$ cat config.mk
export PLATFORM = sky130hd
export DESIGN_NAME = pmb_master_burst
export DESIGN_NICKNAME = d
export VERILOG_FILES = /design/src/logic/pmb_pkg.sv /design/src/logic/pmb_master_burst.sv
export SDC_FILE = /design/constraint.sdc
export NUM_CORES = 1
export LEC_CHECK = 0
export BUFFER_PORTS_ARGS = -buffer_cell sky130_fd_sc_hd__buf_2
export CORE_MARGIN = 2
export CORE_UTILIZATION = 47
export CTS_CLUSTER_SIZE = 25
export DETAILED_ROUTE_END_ITERATION = 7
export HOLD_SLACK_MARGIN = 0.02
export MAX_ROUTING_LAYER = met4
export PLACE_DENSITY = 0.87
export SETUP_SLACK_MARGIN = 0.4
export SYNTH_ARGS = -nofsm -noshare
export SYNTH_HDL_FRONTEND = slang
export SYNTH_SLANG_ARGS = --single-unit
$ cat constraint.sdc
create_clock -name i_clk -period 2.3 [get_ports i_clk]
set_input_delay 0.115 -clock i_clk [delete_from_list [all_inputs] [get_ports i_clk]]
set_output_delay 0.115 -clock i_clk [all_outputs]
set_load 0.02 [all_outputs]
$ cat src/logic/pmb_pkg.sv
// Purpose: Constants and types for the PCI master burst local port
// Assumes: 32-bit PCI and 32-bit local bus, one 25 MHz PCI clock
// Notes: Active-low PCI and local strobes are kept active low on the pins
package pmb_pkg;
	localparam int DATA_W = 32;
	localparam int CNT_W = 16;
	localparam logic [3:0] ST_IDLE = 4'h0;
	localparam logic [3:0] ST_ADDR_LOAD = 4'h1;
	localparam logic [3:0] ST_BUS_XACT = 4'h2;
	localparam logic [3:0] ST_BUS_TERM = 4'h3;
	localparam logic [3:0] END_NONE = 4'h0;
	localparam logic [3:0] END_NORMAL = 4'h1;
	localparam logic [CNT_W-1:0] CNT_ZERO = 16'h0000;
	localparam logic [CNT_W-1:0] CNT_ONE = 16'h0001;
	localparam logic [CNT_W-1:0] CNT_TWO = 16'h0002;
	// Command bit 0 set marks a write command
	localparam int CMD_WR_BIT = 0;

	typedef enum logic [4:0] {
		PMB_IDLE = 5'b00001,
		PMB_LOAD = 5'b00010,
		PMB_ADDR = 5'b00100,
		PMB_DATA = 5'b01000,
		PMB_TERM = 5'b10000
	} pmb_state_t;

	// PCI-side outputs: active low strobes, ad and cben, with enables for all but reqn
	typedef struct packed {
		logic reqn;
		logic framen;
		logic frame_oe;
		logic irdyn;
		logic irdy_oe;
		logic [DATA_W-1:0] ad;
		logic ad_oe;
		logic [3:0] cben;
		logic cbe_oe;
	} pmb_pci_out_t;
endpackage

$ cat src/logic/pmb_master_burst.sv
// Purpose: Burst engine for a 32-bit PCI master with a 32-bit local master port
// Assumes: All inputs synchronous to i_clk; no wait states, no target termination
// Notes: Outputs are all registered; PCI enables are high while driving
`timescale 1ns/1ps
module pmb_master_burst (
	// Clock and reset
	input wire logic i_clk,
	input wire logic i_rst_n,
	// Local master side
	input wire logic i_local_req_32_n,
	input wire logic [31:0] i_l_ad_in,
	input wire logic [3:0] i_local_cmd_be_in,
	input wire logic [15:0] i_burst_len_in,
	input wire logic i_local_ready_n,
	output logic o_local_grant_n,
	output logic [3:0] o_local_xfer_state,
	output logic [3:0] o_local_end_kind,
	output logic o_local_xfer_strobe_n,
	output logic [31:0] o_l_data_out,
	output logic [15:0] o_burst_remaining,
	// PCI side
	input wire logic i_gntn,
	input wire logic i_framen,
	input wire logic i_irdyn,
	input wire logic i_trdyn,
	input wire logic [31:0] i_ad,
	output logic o_reqn,
	output logic o_framen,
	output logic o_frame_oe,
	output logic o_irdyn,
	output logic o_irdy_oe,
	output logic [31:0] o_ad,
	output logic o_ad_oe,
	output logic [3:0] o_cben,
	output logic o_cbe_oe
);
	// ****************************************
	// Decode
	// ****************************************
	pmb_pkg::pmb_state_t state_q, state_d;
	pmb_pkg::pmb_pci_out_t pci_q, pci_d;
	logic [3:0] xstate_q, end_q;
	logic grant_n_q, strobe_n_q, write_q, req_seen_q, gnt_q, rdy_q;
	logic [15:0] cnt_q;
	logic [31:0] dout_q;

	wire req = !i_local_req_32_n;
	wire gnt = !i_gntn;
	wire rdy = !i_local_ready_n;
	wire bus_idle = i_framen && i_irdyn;
	// Phase completes on our own irdyn, trdyn pair
	wire phase_done = (state_q == pmb_pkg::PMB_DATA) && !pci_q.irdyn && !i_trdyn;
	wire last_phase = (cnt_q == pmb_pkg::CNT_ONE);
	// Read strobe lines up with the word it marks, so the local side takes both together
	wire rd_xfer = !write_q && phase_done && rdy;
	// Write words are taken at the address clock and at every phase but the final one
	wire wr_xfer = write_q && rdy
		&& (state_q == pmb_pkg::PMB_ADDR || (phase_done && !last_phase));

	// ****************************************
	// State and PCI drive
	// ****************************************
	always_comb begin
		state_d = state_q;
		pci_d = pci_q;
		pci_d.reqn = !(req_seen_q && state_q != pmb_pkg::PMB_DATA && state_q != pmb_pkg::PMB_TERM);
		case (state_q)
			pmb_pkg::PMB_IDLE: begin
				pci_d.irdy_oe = 1'b0;
				if (req_seen_q && gnt_q && req)
					state_d = pmb_pkg::PMB_LOAD;
			end
			pmb_pkg::PMB_LOAD: begin
				if (gnt) begin
					state_d = pmb_pkg::PMB_ADDR;
					pci_d.framen = 1'b0;
					pci_d.frame_oe = 1'b1;
					pci_d.ad = i_l_ad_in;
					pci_d.ad_oe = 1'b1;
					pci_d.cben = i_local_cmd_be_in;
					pci_d.cbe_oe = 1'b1;
				end
			end
			pmb_pkg::PMB_ADDR: begin
				state_d = pmb_pkg::PMB_DATA;
				pci_d.ad_oe = write_q;
				pci_d.ad = i_l_ad_in;
				pci_d.cben = i_local_cmd_be_in;
				pci_d.irdyn = !rdy_q;
				pci_d.irdy_oe = 1'b1;
				pci_d.framen = (cnt_q == pmb_pkg::CNT_ONE);
			end
			pmb_pkg::PMB_DATA: begin
				pci_d.irdyn = !rdy;
				if (phase_done && last_phase) begin
					state_d = pmb_pkg::PMB_TERM;
					pci_d.framen = 1'b1;
					pci_d.frame_oe = 1'b0;
					pci_d.cbe_oe = 1'b0;
					pci_d.ad_oe = 1'b0;
					pci_d.irdyn = 1'b1;
				end else begin
					// Frame drops as the final phase is entered
					pci_d.framen = phase_done && (cnt_q == pmb_pkg::CNT_TWO);
					if (phase_done && write_q) begin
						pci_d.ad = i_l_ad_in;
						pci_d.cben = i_local_cmd_be_in;
					end
				end
			end
			pmb_pkg::PMB_TERM: begin
				state_d = pmb_pkg::PMB_IDLE;
				pci_d.irdy_oe = 1'b0;
			end
			default: begin
				state_d = pmb_pkg::PMB_IDLE;
			end
		endcase
	end

	always_ff @(posedge i_clk) begin
		if (!i_rst_n) begin
			state_q <= pmb_pkg::PMB_IDLE;
			pci_q <= '{reqn: 1'b1, framen: 1'b1, irdyn: 1'b1, cben: 4'hf, default: '0};
		end else begin
			state_q <= state_d;
			pci_q <= pci_d;
		end
	end

	// ****************************************
	// Local side
	// ****************************************
	always_ff @(posedge i_clk) begin
		if (!i_rst_n) begin
			xstate_q <= pmb_pkg::ST_IDLE;
			end_q <= pmb_pkg::END_NONE;
			grant_n_q <= 1'b1;
			strobe_n_q <= 1'b1;
			cnt_q <= pmb_pkg::CNT_ZERO;
			dout_q <= 32'h0000_0000;
			write_q <= 1'b0;
			req_seen_q <= 1'b0;
			gnt_q <= 1'b0;
			rdy_q <= 1'b0;
		end else begin
			req_seen_q <= req && (state_q == pmb_pkg::PMB_IDLE);
			gnt_q <= gnt;
			rdy_q <= rdy;
			grant_n_q <= !(gnt && bus_idle && req_seen_q);
			if (state_d == pmb_pkg::PMB_LOAD && state_q == pmb_pkg::PMB_IDLE) begin
				xstate_q <= pmb_pkg::ST_ADDR_LOAD;
				write_q <= i_local_cmd_be_in[pmb_pkg::CMD_WR_BIT];
			end
			if (state_d == pmb_pkg::PMB_ADDR) begin
				xstate_q <= pmb_pkg::ST_BUS_XACT;
				end_q <= pmb_pkg::END_NONE;
				cnt_q <= i_burst_len_in;
			end
			if (phase_done) begin
				cnt_q <= cnt_q - pmb_pkg::CNT_ONE;
				if (!write_q)
					dout_q <= i_ad;
			end
			if (state_d == pmb_pkg::PMB_TERM) begin
				xstate_q <= pmb_pkg::ST_BUS_TERM;
				end_q <= pmb_pkg::END_NORMAL;
			end
			if (state_q == pmb_pkg::PMB_TERM)
				xstate_q <= pmb_pkg::ST_IDLE;
			strobe_n_q <= !(rd_xfer || wr_xfer);
		end
	end

	// ****************************************
	// Outputs
	// ****************************************
	assign o_local_grant_n = grant_n_q;
	assign o_local_xfer_state = xstate_q;
	assign o_local_end_kind = end_q;
	assign o_local_xfer_strobe_n = strobe_n_q;
	assign o_l_data_out = dout_q;
	assign o_burst_remaining = cnt_q;
	assign o_reqn = pci_q.reqn;
	assign o_framen = pci_q.framen;
	assign o_frame_oe = pci_q.frame_oe;
	assign o_irdyn = pci_q.irdyn;
	assign o_irdy_oe = pci_q.irdy_oe;
	assign o_ad = pci_q.ad;
	assign o_ad_oe = pci_q.ad_oe;
	assign o_cben = pci_q.cben;
	assign o_cbe_oe = pci_q.cbe_oe;
endmodule

* Word level (Yosys, flattened, before mapping)
Index checks and enable logic that the tools add are counted.
Storage, ports and cells: register bits after elaboration 105, bits of input ports 92, output and inout bits 101, logic and storage cells 111
Operators by class: add/sub/neg operators 1, eq/ne operators 16, multiplexer cells 26, bitwise gates (word level) 2, reductions and logical operators 46
Operators with widths (number):
- one-hot mux 37 bit (3 select lines) | 1
- two-way mux 32 bit | 2
- two-way mux 38 bit | 1
- two-way mux 16 bit | 2
- one-hot mux 5 bit (4 select lines) | 1
- logical AND 1 bit | 19
- equality test 16 x 1 -> 1 bit (second input constant) | 1
- equality test 16 x 2 -> 1 bit (second input constant) | 1
- subtractor 16 x 1 -> 16 bit (second input constant) | 1
- two-way mux 5 bit | 3
- logical NOT 1 bit | 11
- equality test 5 x 2 -> 1 bit (second input constant) | 2
- equality test 5 x 3 -> 1 bit (second input constant) | 2
- equality test 5 bit (second input constant) | 2
- two-way mux 2 bit | 5
- nonzero test 2 bit | 5
- two-way mux 4 bit | 2
- one-hot mux 1 bit (2 select lines) | 4
- AND reduction 3 bit | 2
- nonzero test 3 bit | 2
- equality test 5 x 1 -> 1 bit (second input constant) | 1
- equality test 5 x 4 -> 1 bit (second input constant) | 1
- != test 5 x 4 -> 1 bit (second input constant) | 1
- != test 5 bit (second input constant) | 1
- other kinds (9) | 18

* Depth between registers and ports, before layout
word-level depth 11, depth in mapped cells 8, gate-level depth less buffers 7

* Worst setup path after synthesis
OpenSTA, ideal clock, no wires.
kind register -> register, from reg cnt_q[0], in the netlist o_burst_remaining[0], to reg pci_q, in the netlist o_cben[1], library setup time 135 ps, arrival 1914 ps, required time 2165 ps, path slack 251 ps, stages on the path, launching flop included 8, path buffers 1, clock period less this slack 2049 ps, cells stage by stage dfxtp_1 ha_1 or3b_2 nor4_4 o21ai_2 buf_2 nand3_1 nand3_1
On the way: word-level cells in the longest chain between the ends 4
RTL lines:
- start: declaration | RTL line pmb_master_burst.sv:44 | logic [15:0] cnt_q;
- start signal: assignment | RTL line pmb_master_burst.sv:140 | cnt_q <= pmb_pkg::CNT_ZERO;
- start signal: assignment | RTL line pmb_master_burst.sv:158 | cnt_q <= i_burst_len_in;
- start signal: assignment | RTL line pmb_master_burst.sv:161 | cnt_q <= cnt_q - pmb_pkg::CNT_ONE;
- equality test 16 x 1 -> 1 bit | RTL line pmb_master_burst.sv:53 | wire last_phase = (cnt_q == pmb_pkg::CNT_ONE);
- logical AND 1 bit | RTL line pmb_master_burst.sv:95 | if (phase_done && last_phase) begin
- != test 2 bit (no line)
- AND reduction 4 bit (no line)
- end signal: assignment | RTL line pmb_master_burst.sv:127 | pci_q <= pci_d;
- end: declaration | RTL line pmb_master_burst.sv:41 | pmb_pkg::pmb_pci_out_t pci_q, pci_d;
Every way passes these cells. A chain may end at the register's enable or synchronous reset.

* Worst setup path in the final report
from reg cnt_q[3], in the netlist o_burst_remaining[3], to reg pci_q, in the netlist o_ad[7]
The elaborated chain is that of the path after synthesis.

==> run metrics <==
Cell Pwr Density 469.0 nW/um^2; synthesis-stage register bit count 104; Comb power frac 7.9%; fin crit share 90.48%; Worst Path Required 2.58 ns; Die H 99.84 um; start of the worst register-to-register path o_burst_remaining[3]; clk root buf clkbuf_8; min Tclk post-route 2.081 ns; switching part of the total 23.66%; leak pwr 2.738 nW; fraction of layout cells with a size suffix above 1 36.16%; CP arrival 2.36 ns; final WL ~16,000 um; R2R setup slack ~0.22 ns; CP cell instances or4_4 > nor4_4 > buf_6 > o21a_4 > o21ai_0 > a21oi_1; area grow syn2layout 53.28%; Final Hold Viols 0; Fillers 599; asr flop ratio synth 0%; endpoint of the worst register-to-register path o_ad[7]; antenna violations before repair 0; most common cell after layout, fill and taps aside buf_2; Setup crit end kind flip-flop; Post-synth EDFFs 0; Syn Area/Cell 8.023 sq um; Antenna Violating Nets Remaining 0; Final Worst Setup Slack 0.2190 ns; fmax 0.4805 GHz; post-synthesis sequential area ratio between 40% and 50%; Int Power ~0.0024 W; Std-Cell Rows 34; vias in the first global route 5,016; Via density approximately 5.7; Clock Tree Buf Depth 2; Iteration-0 DRC Markers 318; CP Launch Type flip-flop; crit path kind flip-flop to flip-flop; Pre-Repair DR Iteration Count 5; starting density of the core between 40 and 50%; routed len/inst 17.95 um; peak per-stage delay on the critical path 0.57 ns; clock sinks about 100; port buffer count between 150 and 200; Syn Inst Count 538; Top FF cell, synth dfxtp_1; first-pass GRT wire length 24,380 um; sequential share of power 58.2%; Pins Over Slew Limit 0; CP max-delay cell or4_4; Die Width approximately 100 um; critical path endpoint o_ad[7]; via count of the routed design 5,195; Critical Path Start o_burst_remaining[3]; VDD IR-drop max 361.0 uV; NetSw 0.0007340 W; H-tree levels 3; CTS Buf Count 9; gr ovfl total 0; global-route usage over all layers 31.24%; synth warn 0; Worst slew margin between 50 and 60%; worst reg2reg path depth 6; Clk Latency, worst-skew pair 0.35 ns; Final setup viols 0; clock share of power about 34%; Hold WC Path Type primary input to flip-flop; CTS tree built; most frequent cells in the layout buf_2 (187), dfxtp_1 (93), nand2_1 (87); cell taking the most area after synthesis dfxtp_1; MaxCap Viol Count 0; Worst Tran Pin Value approximately 0.72 ns; Ant. Diodes 0; Worst Skew 0.01329 ns; Die ar. 9967 sq um; synth top area cells dfxtp_1 (48%), a21oi_1 (10%), nand2_1 (7.7%); status complete, no violations; RSZ-0062 raised after global routing true; total negative slack 0 ns; Core ar. 8806 sq um; clk slew on worst S/H paths ~0.1 ns; IO Pins just under 200; Max FO, Critical Path 8; largest net degree at the start of global routing 41; GPL Wtd Cong approximately 0.86; DRC errors left 0; Mapped Area around 4300 sq um; Final nets 892; top-area cell type share of the netlist area 48.23%; Yosys cell types 51; DP Worst Slack 0.06243 ns; post-DP HPWL 8735 um
critical path: cells and delay by family (launching register included):
family                 cells  cell delay (ns)
AND/OR/NAND/NOR            2             0.94
AO/OA/AOI/OAI              3             0.50
flip-flops                 1             0.35
buffers and inverters      1             0.20
flip-flops by register name (all words and copies together), names as in the netlist, 2 cells and up:
name	count
o_ad	32
o_burst_remaining	16
o_cben	4
o_l_data_out	32
o_local_xfer_state	2
state_q	5
cells by family after synthesis:
logic type               after synthesis  synth area share [%]
AND/OR/NAND/NOR                      205                 22.23
buffers and inverters                 52                 5.739
adder cells (fa/ha/maj)                3                0.8697
flip-flops                           104                 48.23
multiplexers                           1                0.2319
AO/OA/AOI/OAI                        171                 22.41
other                                  1               0.08687
XOR/XNOR                               1                0.2029
what timing repair did:
action | in CTS | in global routing
endpoints found under the hold margin | 68 | 0
cloned | 8 | 1
pin swaps | 17 | 10
resized for setup | 25 | 27
endpoints found under the setup margin | 85 | 92
hold buffers | 68 | 0
setup buffers | 12 | 2
Yosys cell counts (2+ instances only):
cell and instances:
or4_4 2, a31oi_1 5, o21ai_0 24, o211ai_1 2
a21oi_1 86, nor4_1 4, dfxtp_1 104, a22oi_1 4
nand2_1 88, ha_1 3, nor2b_1 2, o311ai_0 3
clkbuf_1 26, buf_1 4, buf_6 3, nor3_1 7
nand4_1 3, a311oi_1 4, and3_1 4, nor3b_1 2
buf_4 6, nand2b_1 4, buf_2 6, or3_1 2
o21ai_1 26, nor2_1 31, and2_1 2, a211oi_1 4
inv_1 6, nand3_1 47, a32oi_1 4
layout make-up:
class                   instances  area, sq um  share of cell area, %
repair buffers                280         1856                  28.04
clock buffers                  10        137.6                  2.080
flip-flops and latches        104         2106                  31.83
inverters                       7        26.28                 0.3971
clock inverters                 6        41.29                 0.6241
well taps                     108        135.1                  2.042
multi-input cells             395         2315                  34.98
layer usage:
layer	routed length [um]	track usage (%)
met3	1459	7.591
met2	8236	54.57
met4	529	11.38
met5	0	-
met1	6106	34.72
how the worst min path moves through the flow:
| stage | startpoint | to | slack, ns | cells past startpoint |
|---|---|---|---|---|
| 6_report | i_local_cmd_be_in[0] | o_cben[0] | 0.03 | 3 |
| 5_1_grt | i_l_ad_in[27] | o_ad[27] | 0.03 | 3 |
| 4_1_cts | i_burst_len_in[15] | o_burst_remaining[15] | 0.02 | 3 |
| 3_5_place_dp | i_local_req_32_n | req_seen_q | 0.31 | 2 |
| 3_3_place_gp | i_local_req_32_n | req_seen_q | 0.30 | 2 |
| 2_1_floorplan | i_local_req_32_n | req_seen_q | 0.19 | 1 |
per-stage QoR:
| step | hold WS (ns) | cell area [sq um] | utilization, % | std cells | total power (W) |
|---|---|---|---|---|---|
| 2_1_floorplan | 0.1924 | 4400 | - | 542 | 0.001901 |
| 3_3_place_gp | 0.3003 | 5350 | 60.76 | 803 | 0.001984 |
| 3_5_place_dp | 0.3057 | 5350 | 60.76 | 803 | 0.001986 |
| 4_1_cts | 0.02036 | 6490 | 73.70 | 907 | 0.003112 |
| 5_1_grt | 0.03449 | 6616 | 75.13 | 910 | 0.003210 |
| 6_report | 0.03048 | 6616 | 75.13 | 910 | 0.003103 |
power groups by stage:
stage               sequential [W]  combinational [W]  clock, W
floorplan                  0.00185          0.0000517         0
global placement           0.00185           0.000137         0
detailed placement         0.00185           0.000138         0
CTS                        0.00180           0.000228   0.00108
global route               0.00181           0.000258   0.00115
finish                     0.00180           0.000244   0.00105
(Power assumes the default switching activity.)
